--- src/pkg/wd_pkg.sv ---
// Purpose: shared constants and types of the watchdog block
// Assumes: Avalon-MM register access, 32-bit data, byte addresses
// Notes: register byte address is four times its index
package wd_pkg;
  // ----------------------------------------------------------------
  // register indices and bus geometry
  // ----------------------------------------------------------------
  localparam int ADDR_W = 18;
  localparam int DATA_W = 32;
  localparam int IDX_W = 16;
  localparam logic [IDX_W-1:0] IDX_CTRL = 16'h0000;
  localparam logic [IDX_W-1:0] IDX_CAUSE = 16'h0001;
  localparam logic [IDX_W-1:0] IDX_EVT_STATUS = 16'h0002;
  localparam logic [IDX_W-1:0] IDX_EVT_MASK = 16'h0003;
  localparam logic [IDX_W-1:0] IDX_COUNT = 16'h0004;
  localparam logic [IDX_W-1:0] IDX_CLEAR = 16'hffff;
  // ----------------------------------------------------------------
  // fields and reset values
  // ----------------------------------------------------------------
  localparam int CTRL_DIS_BIT = 0;
  localparam int CAUSE_WD_BIT = 0;
  localparam int EVT_W = 4;
  localparam int EVT_CLEAR = 0;
  localparam int EVT_VECTOR = 1;
  localparam int EVT_POR = 2;
  localparam int EVT_INTRST = 3;
  localparam logic CTRL_DIS_RST = 1'b0;
  localparam logic [EVT_W-1:0] EVT_RST = 4'h0;
  localparam logic [EVT_W-1:0] MASK_RST = 4'h0;
  localparam int CNT_PRESC_LSB = 8;
  // ----------------------------------------------------------------
  // counter geometry and timing in crystal cycles
  // ----------------------------------------------------------------
  localparam int PRESC_W = 13;
  localparam int PRESC_KEEP = 4;
  localparam int TICK_BITS = 12;
  localparam int WD_W = 6;
  localparam int POR_CYCLES = 4096;
  localparam int POR_W = 13;
  localparam int PULSE_CYCLES = 32;
  localparam int PULSE_W = 6;
  // ----------------------------------------------------------------
  // types
  // ----------------------------------------------------------------
  typedef struct packed {
    logic read;
    logic write;
    logic [ADDR_W-1:0] addr;
    logic [DATA_W-1:0] wdata;
    logic [3:0] be;
  } bus_req_t;
  typedef enum logic [2:0] {
    ST_RUN = 3'b001,
    ST_OFF = 3'b010,
    ST_FIRE = 3'b100
  } wd_state_t;
endpackage : wd_pkg

--- src/hw/wd_prescaler.sv ---
// Purpose: shared free-running prescaler feeding the watchdog
// Assumes: clear inputs are single-cycle strobes
// Notes: low bits survive a partial clear
`timescale 1ns/1ps
`default_nettype none
module wd_prescaler #(
  parameter int W = wd_pkg::PRESC_W,
  parameter int KEEP = wd_pkg::PRESC_KEEP,
  parameter int TICK = wd_pkg::TICK_BITS
) (
  // clock and reset
  input wire logic clk_i,
  input wire logic rst_n_i,
  input wire logic ce_i,
  // controls
  input wire logic clr_all_i,
  input wire logic clr_upper_i,
  // outputs
  output logic [W-1:0] count_o,
  output logic tick_o
);
  // ----------------------------------------------------------------
  // counter
  // ----------------------------------------------------------------
  always_ff @(posedge clk_i or negedge rst_n_i) begin
    if (!rst_n_i) begin
      count_o <= '0;
    end else if (ce_i) begin
      if (clr_all_i) begin
        count_o <= '0;
      end else if (clr_upper_i) begin
        count_o <= {{(W-KEEP){1'b0}}, count_o[KEEP-1:0]};
      end else begin
        count_o <= count_o + 1'b1;
      end
    end
  end
  // one tick each time the low field wraps
  assign tick_o = ce_i && !clr_all_i && !clr_upper_i && (&count_o[TICK-1:0]);
endmodule : wd_prescaler
`default_nettype wire

--- src/hw/wd_reset_stretch.sv ---
// Purpose: stretches a fire strobe into a fixed low pulse on the pin
// Assumes: fire strobe may repeat; a running pulse is not restarted
// Notes: pin is open-drain style, value low while enabled
`timescale 1ns/1ps
`default_nettype none
module wd_reset_stretch #(
  parameter int LEN = wd_pkg::PULSE_CYCLES,
  parameter int CW = wd_pkg::PULSE_W
) (
  // clock and reset
  input wire logic clk_i,
  input wire logic rst_n_i,
  input wire logic ce_i,
  // trigger
  input wire logic fire_i,
  // pin
  output logic pin_o,
  output logic pin_oe_o
);
  logic [CW-1:0] left;
  // ----------------------------------------------------------------
  // pulse counter
  // ----------------------------------------------------------------
  always_ff @(posedge clk_i or negedge rst_n_i) begin
    if (!rst_n_i) begin
      left <= '0;
      pin_oe_o <= 1'b0;
      pin_o <= 1'b1;
    end else if (ce_i) begin
      if (fire_i && left == '0) begin
        left <= CW'(LEN - 1);
        pin_oe_o <= 1'b1;
        pin_o <= 1'b0;
      end else if (left != '0) begin
        left <= left - 1'b1;
      end else begin
        pin_oe_o <= 1'b0;
        pin_o <= 1'b1;
      end
    end
  end
endmodule : wd_reset_stretch
`default_nettype wire

--- src/hw/wd_top.sv ---
// Purpose: watchdog counter with clear location and reset pin drive
// Assumes: crystal clock is clk_i; Avalon-MM slave, one wait cycle
// Notes: timeout only resets, the interrupt covers side events only
//
// Added by the designer: the Avalon-MM slave port.
`timescale 1ns/1ps
`default_nettype none
module wd_top #(
  parameter logic [7:0] RESET_VECTOR_LO = 8'h00, // arbitrary value
  parameter int WD_BITS = wd_pkg::WD_W
) (
  // clock, reset, enable
  input wire logic clk_i,
  input wire logic rst_n_i,
  input wire logic ce_i,
  // avalon-mm slave
  input wire logic [wd_pkg::ADDR_W-1:0] avs_address_i,
  input wire logic avs_read_i,
  input wire logic avs_write_i,
  input wire logic [wd_pkg::DATA_W-1:0] avs_writedata_i,
  input wire logic [3:0] avs_byteenable_i,
  output logic [wd_pkg::DATA_W-1:0] avs_readdata_o,
  output logic avs_waitrequest_o,
  // system integration
  input wire logic internal_reset_i,
  input wire logic vector_fetch_i,
  input wire logic monitor_mode_i,
  input wire logic irq_high_test_voltage_i,
  input wire logic rst_high_test_voltage_i,
  // reset pin and status
  output logic reset_pin_o,
  output logic reset_pin_oe_o,
  output logic watchdog_cause_o,
  output logic watchdog_disable_o,
  output logic irq_o
);
  // ----------------------------------------------------------------
  // declarations
  // ----------------------------------------------------------------
  wd_pkg::bus_req_t req;
  wd_pkg::wd_state_t state;
  wd_pkg::wd_state_t next_state;
  logic [wd_pkg::PRESC_W-1:0] presc;
  logic presc_tick;
  logic [WD_BITS-1:0] wd_count;
  logic [wd_pkg::EVT_W-1:0] evt_status;
  logic [wd_pkg::EVT_W-1:0] evt_mask;
  logic [wd_pkg::EVT_W-1:0] evt_set;
  logic [wd_pkg::POR_W-1:0] por_count;
  logic por_done;
  logic por_clear;
  logic acc_go;
  logic wr_go;
  logic wr_clear;
  logic wr_cause;
  logic wr_status;
  logic wr_mask;
  logic wr_ctrl;
  logic monitor_off;
  logic disabled;
  logic overflow;
  logic fire;
  logic presc_clr_all;
  logic [wd_pkg::DATA_W-1:0] next_rdata;

  // ----------------------------------------------------------------
  // helpers
  // ----------------------------------------------------------------
  function automatic logic hit(
    input logic [wd_pkg::ADDR_W-1:0] a,
    input logic [wd_pkg::IDX_W-1:0] idx
  );
    hit = (a == {idx, 2'b00});
  endfunction : hit

  function automatic logic [wd_pkg::EVT_W-1:0] w1c(
    input logic [wd_pkg::EVT_W-1:0] cur,
    input logic [wd_pkg::EVT_W-1:0] set,
    input logic [wd_pkg::EVT_W-1:0] clr
  );
    // a new event wins over a clear in the same cycle
    w1c = (cur & ~clr) | set;
  endfunction : w1c

  // ----------------------------------------------------------------
  // bus request and handshake
  // ----------------------------------------------------------------
  always_comb begin
    req.read = avs_read_i;
    req.write = avs_write_i;
    req.addr = avs_address_i;
    req.wdata = avs_writedata_i;
    req.be = avs_byteenable_i;
  end

  // answer lands in the same cycle that waitrequest drops
  assign acc_go = ce_i && !avs_waitrequest_o && (req.read || req.write);
  assign wr_go = acc_go && req.write && (req.be != 4'h0);

  always_ff @(posedge clk_i or negedge rst_n_i) begin
    if (!rst_n_i) begin
      avs_waitrequest_o <= 1'b1;
    end else if (ce_i) begin
      if (!avs_waitrequest_o) begin
        avs_waitrequest_o <= 1'b1;
      end else if (req.read || req.write) begin
        avs_waitrequest_o <= 1'b0;
      end
    end
  end

  // ----------------------------------------------------------------
  // write decode
  // ----------------------------------------------------------------
  always_comb begin
    wr_clear = 1'b0;
    wr_cause = 1'b0;
    wr_status = 1'b0;
    wr_mask = 1'b0;
    wr_ctrl = 1'b0;
    if (!wr_go) begin
      wr_clear = 1'b0;
    end else if (hit(req.addr, wd_pkg::IDX_CLEAR)) begin
      wr_clear = 1'b1;
    end else if (hit(req.addr, wd_pkg::IDX_CTRL)) begin
      wr_ctrl = req.be[0];
    end else if (hit(req.addr, wd_pkg::IDX_CAUSE)) begin
      wr_cause = req.be[0];
    end else if (hit(req.addr, wd_pkg::IDX_EVT_STATUS)) begin
      wr_status = req.be[0];
    end else if (hit(req.addr, wd_pkg::IDX_EVT_MASK)) begin
      wr_mask = req.be[0];
    end
  end

  // ----------------------------------------------------------------
  // read data, unmapped reads give zero
  // ----------------------------------------------------------------
  always_comb begin
    next_rdata = '0;
    if (hit(req.addr, wd_pkg::IDX_CLEAR)) begin
      // the location overlaps the vector, no counter state here
      next_rdata[7:0] = RESET_VECTOR_LO;
    end else if (hit(req.addr, wd_pkg::IDX_CTRL)) begin
      next_rdata[wd_pkg::CTRL_DIS_BIT] = watchdog_disable_o;
    end else if (hit(req.addr, wd_pkg::IDX_CAUSE)) begin
      next_rdata[wd_pkg::CAUSE_WD_BIT] = watchdog_cause_o;
    end else if (hit(req.addr, wd_pkg::IDX_EVT_STATUS)) begin
      next_rdata[wd_pkg::EVT_W-1:0] = evt_status;
    end else if (hit(req.addr, wd_pkg::IDX_EVT_MASK)) begin
      next_rdata[wd_pkg::EVT_W-1:0] = evt_mask;
    end else if (hit(req.addr, wd_pkg::IDX_COUNT)) begin
      next_rdata[WD_BITS-1:0] = wd_count;
      next_rdata[wd_pkg::CNT_PRESC_LSB +: wd_pkg::PRESC_W] = presc;
    end
  end

  always_ff @(posedge clk_i or negedge rst_n_i) begin
    if (!rst_n_i) begin
      avs_readdata_o <= '0;
    end else if (ce_i && avs_waitrequest_o && req.read) begin
      avs_readdata_o <= next_rdata;
    end
  end

  // ----------------------------------------------------------------
  // configuration disable bit
  // ----------------------------------------------------------------
  always_ff @(posedge clk_i or negedge rst_n_i) begin
    if (!rst_n_i) begin
      watchdog_disable_o <= wd_pkg::CTRL_DIS_RST;
    end else if (ce_i && wr_ctrl) begin
      watchdog_disable_o <= req.wdata[wd_pkg::CTRL_DIS_BIT];
    end
  end

  // high test voltage on either pin stops the watchdog in monitor mode
  assign monitor_off = monitor_mode_i &&
    (irq_high_test_voltage_i || rst_high_test_voltage_i);
  assign disabled = watchdog_disable_o || monitor_off;

  // ----------------------------------------------------------------
  // power-up delay before the prescaler clear
  // ----------------------------------------------------------------
  always_ff @(posedge clk_i or negedge rst_n_i) begin
    if (!rst_n_i) begin
      por_count <= '0;
      por_done <= 1'b0;
    end else if (ce_i && !por_done) begin
      if (por_count == wd_pkg::POR_W'(wd_pkg::POR_CYCLES - 1)) begin
        por_done <= 1'b1;
      end else begin
        por_count <= por_count + 1'b1;
      end
    end
  end

  assign por_clear = !por_done &&
    (por_count == wd_pkg::POR_W'(wd_pkg::POR_CYCLES - 1));

  // ----------------------------------------------------------------
  // prescaler, shared with system integration
  // ----------------------------------------------------------------
  assign presc_clr_all = por_clear || internal_reset_i
    || vector_fetch_i;

  // runs straight off the crystal clock
  wd_prescaler #(
    .W(wd_pkg::PRESC_W),
    .KEEP(wd_pkg::PRESC_KEEP),
    .TICK(wd_pkg::TICK_BITS)
  ) u_presc (
    .clk_i(clk_i),
    .rst_n_i(rst_n_i),
    .ce_i(ce_i),
    .clr_all_i(presc_clr_all),
    .clr_upper_i(wr_clear),
    .count_o(presc),
    .tick_o(presc_tick)
  );

  // ----------------------------------------------------------------
  // watchdog state machine
  // ----------------------------------------------------------------
  // 64 ticks of 4096 cycles, minus the kept low prescaler bits
  assign overflow = (state == wd_pkg::ST_RUN) && presc_tick
    && (&wd_count);

  always_comb begin
    next_state = state;
    case (state)
      wd_pkg::ST_RUN: begin
        if (disabled) begin
          next_state = wd_pkg::ST_OFF;
        end else if (overflow && !wr_clear && !internal_reset_i) begin
          next_state = wd_pkg::ST_FIRE;
        end
      end
      wd_pkg::ST_OFF: begin
        if (!disabled) begin
          next_state = wd_pkg::ST_RUN;
        end
      end
      wd_pkg::ST_FIRE: begin
        next_state = wd_pkg::ST_RUN;
      end
      default: begin
        next_state = wd_pkg::ST_RUN;
      end
    endcase
  end

  always_ff @(posedge clk_i or negedge rst_n_i) begin
    if (!rst_n_i) begin
      state <= wd_pkg::ST_RUN;
    end else if (ce_i) begin
      state <= next_state;
    end
  end

  assign fire = (state == wd_pkg::ST_FIRE);

  // ----------------------------------------------------------------
  // watchdog counter
  // ----------------------------------------------------------------
  always_ff @(posedge clk_i or negedge rst_n_i) begin
    if (!rst_n_i) begin
      wd_count <= '0;
    end else if (ce_i) begin
      if (internal_reset_i || wr_clear || fire) begin
        wd_count <= '0;
      end else if (presc_tick && state == wd_pkg::ST_RUN && !disabled) begin
        wd_count <= wd_count + 1'b1;
      end
    end
  end

  // ----------------------------------------------------------------
  // reset pin drive
  // ----------------------------------------------------------------
  wd_reset_stretch #(
    .LEN(wd_pkg::PULSE_CYCLES),
    .CW(wd_pkg::PULSE_W)
  ) u_stretch (
    .clk_i(clk_i),
    .rst_n_i(rst_n_i),
    .ce_i(ce_i),
    .fire_i(fire),
    .pin_o(reset_pin_o),
    .pin_oe_o(reset_pin_oe_o)
  );

  // ----------------------------------------------------------------
  // reset cause flag, write one to clear
  // ----------------------------------------------------------------
  // survives the system reset it caused, only rst_n_i or a written one clears it
  always_ff @(posedge clk_i or negedge rst_n_i) begin
    if (!rst_n_i) begin
      watchdog_cause_o <= 1'b0;
    end else if (ce_i) begin
      if (fire) begin
        watchdog_cause_o <= 1'b1;
      end else if (wr_cause && req.wdata[wd_pkg::CAUSE_WD_BIT]) begin
        watchdog_cause_o <= 1'b0;
      end
    end
  end

  // ----------------------------------------------------------------
  // side events and interrupt
  // ----------------------------------------------------------------
  // timeout is deliberately absent: it resets, never interrupts
  always_comb begin
    evt_set = '0;
    evt_set[wd_pkg::EVT_CLEAR] = wr_clear;
    evt_set[wd_pkg::EVT_VECTOR] = vector_fetch_i;
    evt_set[wd_pkg::EVT_POR] = por_clear;
    evt_set[wd_pkg::EVT_INTRST] = internal_reset_i;
  end

  always_ff @(posedge clk_i or negedge rst_n_i) begin
    if (!rst_n_i) begin
      evt_status <= wd_pkg::EVT_RST;
    end else if (ce_i) begin
      evt_status <= w1c(evt_status, evt_set,
        wr_status ? req.wdata[wd_pkg::EVT_W-1:0] : '0);
    end
  end

  always_ff @(posedge clk_i or negedge rst_n_i) begin
    if (!rst_n_i) begin
      evt_mask <= wd_pkg::MASK_RST;
    end else if (ce_i && wr_mask) begin
      evt_mask <= req.wdata[wd_pkg::EVT_W-1:0];
    end
  end

  always_ff @(posedge clk_i or negedge rst_n_i) begin
    if (!rst_n_i) begin
      irq_o <= 1'b0;
    end else if (ce_i) begin
      irq_o <= |(evt_status & evt_mask);
    end
  end
endmodule : wd_top
`default_nettype wire

--- config.mk ---
export PLATFORM = sky130hd
export DESIGN_NAME = wd_top
export DESIGN_NICKNAME = d
export VERILOG_FILES = /design/src/pkg/wd_pkg.sv /design/src/hw/wd_prescaler.sv /design/src/hw/wd_reset_stretch.sv /design/src/hw/wd_top.sv
export SDC_FILE = /design/constraint.sdc
export NUM_CORES = 1
export LEC_CHECK = 0
export BUFFER_PORTS_ARGS = -buffer_cell sky130_fd_sc_hd__buf_2
export CAP_MARGIN = 20
export CORE_MARGIN = 3
export CORE_UTILIZATION = 53
export DETAILED_ROUTE_END_ITERATION = 8
export PLACE_DENSITY = 0.8
export SETUP_SLACK_MARGIN = 0.02
export SLEW_MARGIN = 20
export SYNTH_ARGS = -nofsm -noshare
export SYNTH_HDL_FRONTEND = slang
export SYNTH_SLANG_ARGS = --single-unit
--- constraint.sdc ---
create_clock -name clk_i -period 2.5 [get_ports clk_i]
set_clock_uncertainty 0.2 [all_clocks]
set_input_delay 0.25 -clock clk_i [delete_from_list [all_inputs] [get_ports clk_i]]
set_output_delay 0.25 -clock clk_i [all_outputs]
set_load 0.03 [all_outputs]
==> results of run 1 <==
-- cells by family after synthesis --
family | synth area share [%]
buffers and inverters | 5.88
DFF | 48.3
AOI/OAI and AO/OA | 16.4
adders and majority gates | 1.29
and+or+nand+nor | 20.7
other | 0.0964
xor gates and xnor gates | 2.93
muxes | 4.34
-- stage by stage --
| step | cells | setup slack, ns |
|---|---|---|
| 3_5_place_dp | 533 | 0.172 |
| 5_1_grt | 559 | 0.0270 |
| 3_3_place_gp | 533 | 0.210 |
| 4_1_cts | 558 | 0.209 |
| 2_1_floorplan | 393 | 0.313 |
| 6_report | 559 | 0.212 |
-- cells in the final DEF (no fill, tap or decap), types with 13 or more instances in the layout --
cell type                 count
sky130_fd_sc_hd__dfrtp_1     72
sky130_fd_sc_hd__buf_2       60
sky130_fd_sc_hd__nand2_1     27
sky130_fd_sc_hd__a22o_1      24
sky130_fd_sc_hd__nand4_1     18
sky130_fd_sc_hd__nor2_1      18
sky130_fd_sc_hd__inv_1       16
sky130_fd_sc_hd__and3_1      15
sky130_fd_sc_hd__nand3_1     14
sky130_fd_sc_hd__a31oi_1     14
sky130_fd_sc_hd__buf_4       14
sky130_fd_sc_hd__conb_1      13
-- per-layer routing --
| layer | vias to the layer above | track usage [%] | share of wire [%] |
|---|---|---|---|
| met4 | 0 | 9.05 | 2.3 |
| met1 | 1615 | 27.0 | 44 |
| met2 | 87 | 37.3 | 50 |
| li1 | 1584 | - | - |
| met5 | - | 0 | 0 |
| met3 | 21 | 3.04 | 3.9 |
-- synthesized netlist by cell type, drive strengths merged (2+ instances only) --
cell     number
xnor2         8
or4           2
nor4          8
mux2          7
o22ai         2
and3         15
nor3b         2
o2111ai       2
a21o          2
buf          16
clkbuf       14
nand4b        8
a21oi         8
xor2          5
o21a          4
dfstp         3
a22o         24
nor3          9
nand3b        3
inv          16
ha            4
a41oi         9
nand4        18
nor2         18
o21ai         8
nand2        27
a32o          3
dfrtp        72
a22oi         2
a31oi        14
nand3        14
nor2b         3
and4          6
mux2i         9
nand2b        6
-- power by group through the flow --
| stage | Sequential [mW] | Clock (mW) | Combinational, mW |
|---|---|---|---|
| after floorplan | 1.39 | 0 | 0.228 |
| after global placement | 1.37 | 0 | 0.347 |
| after detailed placement | 1.37 | 0 | 0.364 |
| after CTS | 1.35 | 1.08 | 0.374 |
| after global routing | 1.36 | 1.14 | 0.417 |
| final | 1.35 | 1.06 | 0.373 |
-- critical path, cell delays in order, from the launching register on --
cell and delay [ns]:
sky130_fd_sc_hd__dfrtp_1 0.39, sky130_fd_sc_hd__ha_1 0.21, sky130_fd_sc_hd__and4_1 0.27, sky130_fd_sc_hd__nand2_1 0.13, sky130_fd_sc_hd__o41a_1 0.42, sky130_fd_sc_hd__buf_4 0.24, sky130_fd_sc_hd__nand3_1 0.15, sky130_fd_sc_hd__mux2i_1 0.20
-- cell type report --
type                            instances  area, sq um
Tap cell                               96          120
Clock inverter                          4         72.6
Multi-Input combinational cell        272         1830
Fill cell                             537         2310
Clock buffer                           12          155
Inverter                               16         60.1
Sequential cell                        75         1880
Timing Repair Buffer                   84          515
-- state kept, by name, indices dropped and copies added (netlist names) --
| signal | count |
|---|---|
| watchdog_disable_o | 1 |
| avs_readdata_o | 19 |
| evt_mask | 4 |
| state | 3 |
| u_presc.count_o | 13 |
| irq_o | 1 |
| wd_count | 6 |
| avs_waitrequest_o | 1 |
| por_done | 1 |
| u_stretch.left | 6 |
| evt_status | 4 |
| u_stretch.pin_oe_o | 1 |
| u_stretch.pin_o | 1 |
| por_count | 13 |
| watchdog_cause_o | 1 |
-- path summary, 6_finish.rpt --
check	startpoint	to	slack, ns	cells past startpoint
setup / recovery	por_count[1]	wd_count[0]	0.21	7
max in group asynchronous	rst_n_i	por_count[2]	1.30	3
hold reg to reg	por_count[7]	por_count[7]	0.27	1
min in group asynchronous	rst_n_i	avs_readdata_o[8]	0.17	2
hold / removal	avs_address_i[2]	watchdog_cause_o	0.14	3
setup reg to reg	por_count[1]	wd_count[0]	0.21	7
-- what timing repair did --
action	CTS	global route
hold endpoints to repair	25	0
buffers inserted	0	1
hold buffers	9	0
endpoints found under the setup margin	0	1
==> impl_summary.log, run 1 <==
INFO  metric numPortBuffers = 60
INFO  metric power.net_switching = 737 uW
INFO  metric flow.area_growth_from_synthesis = 19.0%
INFO  metric power.share.clock = 38.0%
INFO  metric timing.final.crit_period = 2.29 ns
INFO  metric utilization = 66.7%
INFO  metric finalPower = 2.78 mW
INFO  metric sw_frac_of_total = 26.5%
INFO  metric detailroute.via_count = 3307
INFO  metric maximum_buffer_depth_of_the_clock_tree = 2
INFO  metric min_path_type = in -> reg
INFO  metric die_w = 91.7 microns
INFO  metric cellLeakagePower = 2.26 nW
INFO  metric power.combinational.fraction = 13.4%
INFO  metric route.antenna.remaining_nets = 0
INFO  metric start_util = 56.0%
INFO  metric avgSynthCellArea = 10.2 sq um
INFO  metric finalSetupTns = 0 ns
INFO  metric chipHeight = 91.7 microns
INFO  metric antenna_violations_before_repair = 0
INFO  metric crit_path_start_kind = flip-flop
INFO  metric drt_wl_total = 8630 microns
INFO  metric cts.sink_count = 75
INFO  metric synth_cell_types = 51
INFO  metric detail_route.iter0.violations = 181
INFO  metric clkSlewWorstSetupHoldPaths = 0.07 ns
INFO  metric finish.net_count = 526
INFO  metric yosysTopAreaCell = sky130_fd_sc_hd__dfrtp_1
INFO  metric layout-drive-gt1-share = 22.0%
INFO  metric reg_power_share = 48.6%
INFO  metric worstPathRequired = 2.56 ns
INFO  metric post-route-drc-count = 0
INFO  metric final_hold_violation_count = 0
INFO  metric status = finished, final reports clean
INFO  metric floorplan.io_pins = 102
INFO  metric yosys_top_cell_area_share = 46.3%
INFO  metric asyncSetResetFlopFracSynth = 100%
INFO  metric wl_per_cell = 15.4 microns
INFO  metric clock_insertion_delay_at_the_later_pin_of_the_skew_report = 0.35 ns
INFO  metric min_period_over_period = 91.5%
INFO  metric h-tree-depth = 3
INFO  metric ys_seq_elements = 75
INFO  metric cts_tree = done
INFO  metric aggregate_global_route_resource_usage = 21.6%
INFO  metric tightestPinTransition = 0.654 ns
INFO  metric max_freq = 437 MHz
INFO  metric grt_first_pass_wirelength = 14700 microns
INFO  metric vdd_ir_drop_max = 0.000296 V
INFO  metric yosysWarningCount = 0
INFO  metric syn_area = 0.00389 sq mm
INFO  metric area_inside_the_core_boundary = 0.00694 sq mm
INFO  metric synthCells = 381
INFO  metric yosysSeqAreaShare = 48.3%
INFO  metric firstDrtPassIters = 4
INFO  metric timing.critical_path.to_type = flip-flop
INFO  metric vias_per_cell = 5.92
INFO  metric max_slew_margin = 56.2%
INFO  metric critical_path_class = reg -> reg
INFO  metric postSynth.topFlopCell = sky130_fd_sc_hd__dfrtp_1
INFO  metric cap_viol_max_count = 0
INFO  metric cellPowerDensity = 601 mW/mm^2
INFO  metric finalHoldWorstSlack = 0.140 ns
INFO  metric post_dp_cell_area = 0.00431 sq mm
INFO  metric finalWeightedCongestion = 0.869
INFO  metric final_number_of_max_transition_violations = 0
INFO  metric grt-ovfl-total = 0
INFO  metric setup-violations-final = 0
INFO  metric total_inserted_antenna_cells = 0
INFO  metric internal_power = 2.05 mW
INFO  metric worstPathArrival = 2.35 ns
INFO  metric floorplan.rows = 30
INFO  metric post_cts_resized = 0
INFO  metric cts_bufs_inserted = 9
INFO  metric critical_path_peak_fanout = 26
INFO  metric grt_max_degree = 38
INFO  metric layout.cell_area.non_filler = 0.00463 sq mm
INFO  metric number_of_global_route_vias_before_repair = 3151
INFO  metric synthTopCellsByArea = sky130_fd_sc_hd__dfrtp_1 (46%), sky130_fd_sc_hd__a22o_1 (5.4%), sky130_fd_sc_hd__nand4_1 (2.9%), sky130_fd_sc_hd__nand2_1 (2.6%), sky130_fd_sc_hd__buf_4 (2.5%)
INFO  metric dieArea = 0.00841 sq mm
INFO  metric cts-root-buf = sky130_fd_sc_hd__clkbuf_8
INFO  metric rsz0062_at_grt = false
INFO  metric synth_edf_count = 0
INFO  metric dp_hpwl = 6260 microns
Note: power is estimated with default switching activity, not from simulation.
==> run 2: changes to the inputs <==
--- a/config.mk
+++ b/config.mk
@@ -5,12 +5,12 @@
 export SDC_FILE = /design/constraint.sdc
 export NUM_CORES = 1
 export LEC_CHECK = 0
-export BUFFER_PORTS_ARGS = -buffer_cell sky130_fd_sc_hd__buf_2
 export CAP_MARGIN = 20
 export CORE_MARGIN = 3
-export CORE_UTILIZATION = 53
+export CORE_UTILIZATION = 63
 export DETAILED_ROUTE_END_ITERATION = 8
-export PLACE_DENSITY = 0.8
+export DONT_BUFFER_PORTS = 1
+export PLACE_DENSITY = 0.79
 export SETUP_SLACK_MARGIN = 0.02
 export SLEW_MARGIN = 20
 export SYNTH_ARGS = -nofsm -noshare
==> constraint.sdc (replaced) <==
create_clock -name clk_i -period 2.2 [get_ports clk_i]
set_clock_uncertainty 0.2 [all_clocks]
set_input_delay 0.22 -clock clk_i [delete_from_list [all_inputs] [get_ports clk_i]]
set_output_delay 0.22 -clock clk_i [all_outputs]
set_load 0.03 [all_outputs]
==> run 2 against run 1 <==
Net effect:
- register-to-register slack worse by 0.096 ns
- cell area shrank 5.3%
- sequential share of layout area rose by 2.3 points
- die area fell by 15%
- sequential power is 16% higher
- global-route usage rose by 3.8 points
- combinational power decreased by 7.5%
- worst hold slack got worse by 0.13 ns
- critical path type unchanged
- highest routed layer unchanged
==> impl_summary.log, run 2 (same netlist as run 1, synthesis figures left out) <==
INFO  metric status = finished, final reports clean
INFO  metric placed_cells_incl_taps = 454 (-15%)
INFO  metric worstReg2RegStart = por_count[0]
INFO  metric largest_register_ff_count = 19 (unchanged)
INFO  metric cellPowerDensity = 648 mW/mm^2 (+7.7%)
INFO  metric crit_start = por_count[0]
INFO  metric vdd_ir_drop_max = 0.000602 V (+100%)
INFO  metric filler_cell_count = 399 (-26%)
INFO  metric rsz0062_at_grt = false
INFO  metric vias_per_cell = 6.54 (+11%)
INFO  metric floorplan.rows = 27 (-10%)
INFO  metric crit_path_start_kind = flip-flop
INFO  metric wl_per_cell = 18.0 microns (+17%)
INFO  metric power.net_switching = 826 uW (+12%)
INFO  metric max_freq = 480 MHz (+9.8%)
INFO  metric highest_count_cells_in_the_layout_ignoring_fill_and_taps = sky130_fd_sc_hd__dfrtp_1 (72), sky130_fd_sc_hd__nand2_1 (27), sky130_fd_sc_hd__a22o_1 (24)
INFO  metric worstPathBufferInverterCount = 1 (unchanged)
INFO  metric worstPathRequired = 2.22 ns (-0.34 ns)
INFO  metric post_dp_cell_area = 0.00401 sq mm (-6.8%)
INFO  metric critical_path_peak_fanout = 4 (-85%)
INFO  metric number_of_global_route_vias_before_repair = 3174 (+0.73%)
INFO  metric top_usage_layer = met2
INFO  metric cap_viol_max_count = 0 (unchanged)
INFO  metric grt_max_degree = 76 (+100%)
INFO  metric use_met1 = 33.2% (+6.2 points)
INFO  metric internal_power = 2.01 mW (-1.6%)
INFO  metric critical_path_class = reg -> reg
INFO  metric sw_frac_of_total = 29.1% (+2.6 points)
INFO  metric grt_use_met2 = 41.5% (+4.2 points)
INFO  metric min_period_over_period = 94.7% (+3.2 points)
INFO  metric timing.critical_path.to_type = flip-flop
INFO  metric layout-drive-gt1-share = 12.9% (-9.2 points)
INFO  metric hold_path.startpoint = avs_address_i[3]
INFO  metric final_hold_violation_count = 0 (unchanged)
INFO  metric drt_wl_total = 8720 microns (+1.1%)
INFO  metric largest-register = avs_readdata_o
INFO  metric power.combinational.fraction = 12.2% (-1.2 points)
INFO  metric worstPathArrival = 2.10 ns (-0.25 ns)
INFO  metric maximum_buffer_depth_of_the_clock_tree = 2 (unchanged)
INFO  metric post-route-drc-count = 0 (unchanged)
INFO  metric detailroute.via_count = 3167 (-4.2%)
INFO  metric critical_path.cell_chain = ha_2 -> and4_4 -> nand2_1 -> o41a_1 -> a21oi_1 -> buf_4 -> o221ai_1
INFO  metric grt_first_pass_wirelength = 14900 microns (+0.84%)
INFO  metric chipHeight = 84.6 microns (-7.7%)
INFO  metric min_path_type = in -> reg
INFO  metric firstDrtPassIters = 4 (unchanged)
INFO  metric aggregate_global_route_resource_usage = 25.4% (+3.8 points)
INFO  metric path_delay_family = compound AO/OA/AOI/OAI gates
INFO  metric dp_hpwl = 5820 microns (-7.0%)
INFO  metric area_inside_the_core_boundary = 0.00574 sq mm (-17%)
INFO  metric tightestPinTransition = 0.521 ns (-0.133 ns)
INFO  metric critPathMaxStageDelay = 0.39 ns (-0.03 ns)
INFO  metric detail_route.iter0.violations = 300 (+66%)
INFO  metric cts-root-buf = sky130_fd_sc_hd__clkbuf_8
INFO  metric finalWeightedCongestion = 0.807 (-7.1%)
INFO  metric grtUsageMet3 = 5.99% (+3.0 points)
INFO  metric final_number_of_max_transition_violations = 0 (unchanged)
INFO  metric finish.net_count = 475 (-9.7%)
INFO  metric numPortBuffers = 0 (-100%)
INFO  metric setup-violations-final = 0 (unchanged)
INFO  metric layout.cell_area.non_filler = 0.00438 sq mm (-5.3%)
INFO  metric timing.final.crit_period = 2.08 ns (-0.204 ns)
INFO  metric reg_power_share = 55.4% (+6.8 points)
INFO  metric layout_commonest_cell = sky130_fd_sc_hd__dfrtp_1
INFO  metric cts_tree = done
INFO  metric clock_insertion_delay_at_the_later_pin_of_the_skew_report = 0.35 ns (about the same)
INFO  metric clkSlewWorstSetupHoldPaths = 0.08 ns (about the same)
INFO  metric total_inserted_antenna_cells = 0 (unchanged)
INFO  metric die_w = 84.6 microns (-7.7%)
INFO  metric flow.area_growth_from_synthesis = 12.7%
INFO  metric top_regs = avs_readdata_o: 19 flops, por_count: 13 flops, u_presc.count_o: 13 flops
INFO  metric critical-path-slowest-cell = sky130_fd_sc_hd__o41a_1
INFO  metric start_util = 67.8% (+12 points)
INFO  metric grt-ovfl-total = 0 (unchanged)
INFO  metric cellLeakagePower = 2.03 nW (-10%)
INFO  metric cts.sink_count = 75 (unchanged)
INFO  metric h-tree-depth = 3 (unchanged)
INFO  metric cts_bufs_inserted = 9 (unchanged)
INFO  metric antenna_violations_before_repair = 0 (unchanged)
INFO  metric finish.cell_count_without_fillers = 484 (-13%)
INFO  metric max_slew_margin = 64.9% (+8.8 points)
INFO  metric floorplan.io_pins = 102 (unchanged)
INFO  metric dieArea = 0.00716 sq mm (-15%)
INFO  metric rrSetupSlack = 0.12 ns (-0.10 ns)
INFO  metric power.share.clock = 32.5% (-5.5 points)
INFO  metric route.antenna.remaining_nets = 0 (unchanged)
==> run 2: metrics by stage <==
| step | util (%) | setup WS, ns | power (mW) | TNS [ns] | hold WS (ns) |
|---|---|---|---|---|---|
| floorplan | - | 0.0362 | 1.84 | 0 | -0.276 |
| global placement | 69.9 | 0.0484 | 1.85 | 0 | -0.274 |
| detailed placement | 69.9 | -0.000292 | 1.87 | -0.000292 | -0.274 |
| CTS | 75.8 | 0.0388 | 2.85 | 0 | 0.00675 |
| global route | 76.3 | 0.0245 | 2.98 | 0 | 0.0102 |
| finish | 76.3 | 0.116 | 2.84 | 0 | 0.0103 |
==> run 2: layer usage <==
| layer | wire (microns) | vias up | part of all wire, % |
|---|---|---|---|
| met5 | 0 | - | 0 |
| met4 | 133 | 0 | 1.5 |
| met2 | 4370 | 127 | 50 |
| met3 | 601 | 15 | 6.9 |
| met1 | 3620 | 1555 | 41 |
| li1 | - | 1470 | - |
==> run 2: worst reg2reg max path: cells and delay by family (launching register included) <==
family                   cells  cell delay, ns
buffers and inverters        1            0.17
adder cells (fa/ha/maj)      1            0.20
AO/OA/AOI/OAI                3            0.72
AND/OR/NAND/NOR              2            0.31
flip-flops                   1            0.36
==> run 2: worst paths after layout <==
check                                     end  cells after the start
max in group asynchronous     u_stretch.pin_o                      2
min reg2reg                      por_count[7]                      1
min in group asynchronous  avs_readdata_o[12]                      2
max                        u_presc.count_o[3]                      7
min                         avs_readdata_o[2]                      3
max reg2reg                u_presc.count_o[3]                      7
==> run 2: what timing repair did <==
| item | 4_1_cts | 5_1_grt |
|---|---|---|
| setup endpoints to repair | 0 | 20 |
| setup buffers | 0 | 0 |
| hold buffers | 14 | 0 |
| gates resized for setup | 0 | 7 |
| endpoints found under the hold margin | 117 | 0 |
==> run 2: layout make-up <==
class                           count  area [sq um]  area share, %
Timing Repair Buffer               33           327           7.45
Clock buffer                       10           128           2.91
Inverter                           16          60.1           1.37
Clock inverter                      6          42.5          0.970
Sequential cell                    75          1880           42.9
Tap cell                           72          90.1           2.05
Multi-Input combinational cell    272          1860           42.4
==> run 2: power by group through the flow <==
stage	Clock [mW]	Combinational [mW]	Sequential, mW
floorplan	0	0.259	1.58
global placement	0	0.257	1.59
detailed placement	0	0.272	1.60
CTS	0.934	0.342	1.57
global route	1.01	0.385	1.59
finish	0.923	0.345	1.57
==> run 3: changes to the inputs <==
--- a/config.mk
+++ b/config.mk
@@ -11,6 +11,7 @@
 export DETAILED_ROUTE_END_ITERATION = 8
 export DONT_BUFFER_PORTS = 1
 export PLACE_DENSITY = 0.79
+export RECOVER_POWER = 100
 export SETUP_SLACK_MARGIN = 0.02
 export SLEW_MARGIN = 20
 export SYNTH_ARGS = -nofsm -noshare
==> run 3 against run 2 <==
Net effect:
- worst setup slack better by 0.00074 ns
- non-clock buffer count stayed put
- total power is 0.43% lower
- largest cell class unchanged
- die area stayed put
- utilization is 0.94 points lower
- cell area is 1.2% lower
- critical path depth stayed put
- largest power group unchanged
- fmax hardly changed
- combinational power is 1% lower
==> impl_summary.log, run 3 (same netlist as run 1, synthesis figures left out) <==
INFO  metric dp_hpwl = 5820 microns (unchanged)
INFO  metric internal_power = 2.01 mW (-0.38%)
INFO  metric dieArea = 0.00716 sq mm (unchanged)
INFO  metric critical_path_class = reg -> reg
INFO  metric timing.critical_path.to_type = flip-flop
INFO  metric critical_path_peak_fanout = 4 (unchanged)
INFO  metric detail_route.iter0.violations = 299 (-0.33%)
INFO  metric numPortBuffers = 0 (unchanged)
INFO  metric largest-register = avs_readdata_o
INFO  metric final_number_of_max_transition_violations = 0 (unchanged)
INFO  metric antenna_violations_before_repair = 0 (unchanged)
INFO  metric critical_path.cell_chain = ha_2 -> and4_4 -> nand2_1 -> o41a_1 -> a21oi_1 -> buf_4 -> o221ai_1
INFO  metric floorplan.rows = 27 (unchanged)
INFO  metric clkSlewWorstSetupHoldPaths = 0.08 ns (about the same)
INFO  metric power.share.clock = 32.5% (about the same)
INFO  metric crit_path_start_kind = flip-flop
INFO  metric max_slew_margin = 34.1% (-31 points)
INFO  metric layout-drive-gt1-share = 11.2% (-1.7 points)
INFO  metric grt-ovfl-total = 0 (unchanged)
INFO  metric die_w = 84.6 microns (unchanged)
INFO  metric rsz0062_at_grt = false
INFO  metric total_inserted_antenna_cells = 0 (unchanged)
INFO  metric grt_first_pass_wirelength = 14900 microns (unchanged)
INFO  metric cap_viol_max_count = 0 (unchanged)
INFO  metric tightestPinTransition = 0.989 ns (+0.468 ns)
INFO  metric final_hold_violation_count = 0 (unchanged)
INFO  metric detailroute.via_count = 3189 (+0.69%)
INFO  metric finalWeightedCongestion = 0.807 (unchanged)
INFO  metric critPathMaxStageDelay = 0.39 ns (about the same)
INFO  metric grt_max_degree = 76 (unchanged)
INFO  metric met3RoutedLength = 605 microns (+0.67%)
INFO  metric utilization = 75.4% (-0.94 points)
INFO  metric min_period_over_period = 94.7% (about the same)
INFO  metric largest_register_ff_count = 19 (unchanged)
INFO  metric maximum_buffer_depth_of_the_clock_tree = 2 (unchanged)
INFO  metric area_inside_the_core_boundary = 0.00574 sq mm (unchanged)
INFO  metric chipHeight = 84.6 microns (unchanged)
INFO  metric firstDrtPassIters = 5 (+1)
INFO  metric worstPathArrival = 2.10 ns (about the same)
INFO  metric wl_met2 = 4380 microns (+0.34%)
INFO  metric cts_setup_buffers = 0 (unchanged)
INFO  metric route.layer.met1.wl = 3680 microns (+1.8%)
INFO  metric h-tree-depth = 3 (unchanged)
INFO  metric filler_cell_count = 407 (+2.0%)
INFO  metric cts_bufs_inserted = 9 (unchanged)
INFO  metric vdd_ir_drop_max = 0.000601 V (about the same)
INFO  metric flow.area_growth_from_synthesis = 11.3%
INFO  metric drt_wl_total = 8800 microns (+0.89%)
INFO  metric timing.final.crit_period = 2.08 ns (-0.000739 ns)
INFO  metric vias_per_cell = 6.59 (+0.69%)
INFO  metric aggregate_global_route_resource_usage = 25.4% (unchanged)
INFO  metric worstPathRequired = 2.22 ns (about the same)
INFO  metric cts.sink_count = 75 (unchanged)
INFO  metric finish.net_count = 475 (unchanged)
INFO  metric min_path_type = in -> reg
INFO  metric number_of_global_route_vias_before_repair = 3174 (unchanged)
INFO  metric floorplan.io_pins = 102 (unchanged)
INFO  metric max_freq = 480 MHz (about the same)
INFO  metric power.combinational.fraction = 12.0% (-0.2 points)
INFO  metric critical-path-slowest-cell = sky130_fd_sc_hd__o41a_1
INFO  metric post-route-drc-count = 0 (unchanged)
INFO  metric wl_per_cell = 18.2 microns (+0.89%)
INFO  metric status = finished, final reports clean
INFO  metric sw_frac_of_total = 29.1% (-0.036 points)
INFO  metric cts-root-buf = sky130_fd_sc_hd__clkbuf_8
INFO  metric setup-violations-final = 0 (unchanged)
INFO  metric cellLeakagePower = 1.99 nW (-2.0%)
INFO  metric cts_tree = done
INFO  metric clock_insertion_delay_at_the_later_pin_of_the_skew_report = 0.35 ns (about the same)
INFO  metric cellPowerDensity = 653 mW/mm^2 (+0.81%)
INFO  metric finalSetupTns = 0 ns (unchanged)
INFO  metric route.top_layer_used = met4
INFO  metric layout_commonest_cell = sky130_fd_sc_hd__dfrtp_1
INFO  metric power.net_switching = 822 uW (-0.55%)
INFO  metric top_regs = avs_readdata_o: 19 flops, por_count: 13 flops, u_presc.count_o: 13 flops
INFO  metric reg_power_share = 55.5% (about the same)
INFO  metric highest_count_cells_in_the_layout_ignoring_fill_and_taps = sky130_fd_sc_hd__dfrtp_1 (72), sky130_fd_sc_hd__nand2_1 (27), sky130_fd_sc_hd__a22o_1 (24)
INFO  metric route.antenna.remaining_nets = 0 (unchanged)
INFO  metric start_util = 67.8% (unchanged)
## run 3: cell types whose count changed in the layout (fill, tap and decap cells not counted)
cell | before | now
sky130_fd_sc_hd__a41oi_2 | 1 | 0
sky130_fd_sc_hd__nor3_1 | 7 | 8
sky130_fd_sc_hd__clkbuf_4 | 0 | 2
sky130_fd_sc_hd__dfstp_1 | 0 | 1
sky130_fd_sc_hd__dfstp_2 | 3 | 2
sky130_fd_sc_hd__clkbuf_1 | 1 | 5
sky130_fd_sc_hd__buf_4 | 17 | 12
sky130_fd_sc_hd__buf_16 | 1 | 0
sky130_fd_sc_hd__a41oi_1 | 8 | 9
sky130_fd_sc_hd__nor3_4 | 2 | 1
## run 3: metal layers
metal / GRT usage (%) / up-vias
li1: - / 1468
met1: 33.2 / 1572
met2: 41.5 / 136
met3: 5.99 / 13
met4: 8.78 / 0
met5: 0 / -
## run 3: cell type report
type	instances	area (sq um)	area share [%]
Multi-Input combinational cell	272	1840	42.4
Clock inverter	6	42.5	0.982
Timing Repair Buffer	33	292	6.73
Sequential cell	75	1880	43.4
Tap cell	72	90.1	2.08
Clock buffer	10	128	2.95
Inverter	16	60.1	1.39
## run 3: power by group through the flow
stage	logic, mW	clock network, mW	registers [mW]
after floorplan	0.259	0	1.58
after global placement	0.257	0	1.59
after detailed placement	0.272	0	1.60
after CTS	0.342	0.934	1.57
after global routing	0.379	1.01	1.58
final	0.340	0.919	1.57
## run 3: metrics by stage
stage | power (mW) | setup slack (ns) | instances | hold slack (ns) | instance area (sq um)
floorplan | 1.84 | 0.0362 | 393 | -0.276 | 3940
global placement | 1.85 | 0.0484 | 454 | -0.274 | 4010
detailed placement | 1.87 | -0.000292 | 454 | -0.274 | 4010
CTS | 2.85 | 0.0388 | 484 | 0.00675 | 4350
global route | 2.97 | 0.0246 | 484 | 0.0102 | 4330
finish | 2.83 | 0.116 | 484 | 0.0101 | 4330
## run 3: path summary, 6_finish.rpt
| path | start | end | slack, ns | cells after the start |
|---|---|---|---|---|
| worst max register to register | por_count[0] | u_presc.count_o[3] | 0.12 | 7 |
| min in group asynchronous | rst_n_i | avs_readdata_o[19] | 0.43 | 2 |
| worst min-delay path | avs_address_i[3] | avs_readdata_o[2] | 0.01 | 3 |
| worst max-delay path | por_count[0] | u_presc.count_o[3] | 0.12 | 7 |
| max in group asynchronous | rst_n_i | por_count[11] | 0.74 | 2 |
| worst min register to register | por_count[7] | por_count[7] | 0.27 | 1 |
## run 3: critical path: cells and delay by family, from the launching register on
kind	cells	cell delay (ns)
compound gates	3	0.72
fa+ha+maj	1	0.20
buf+inv	1	0.17
flops	1	0.35
simple gates	2	0.31
## run 3: what timing repair did
action                     CTS  global route
gates resized for setup      0             7
hold endpoints to repair   117             0
setup endpoints to repair    0            20
hold buffers                14             0
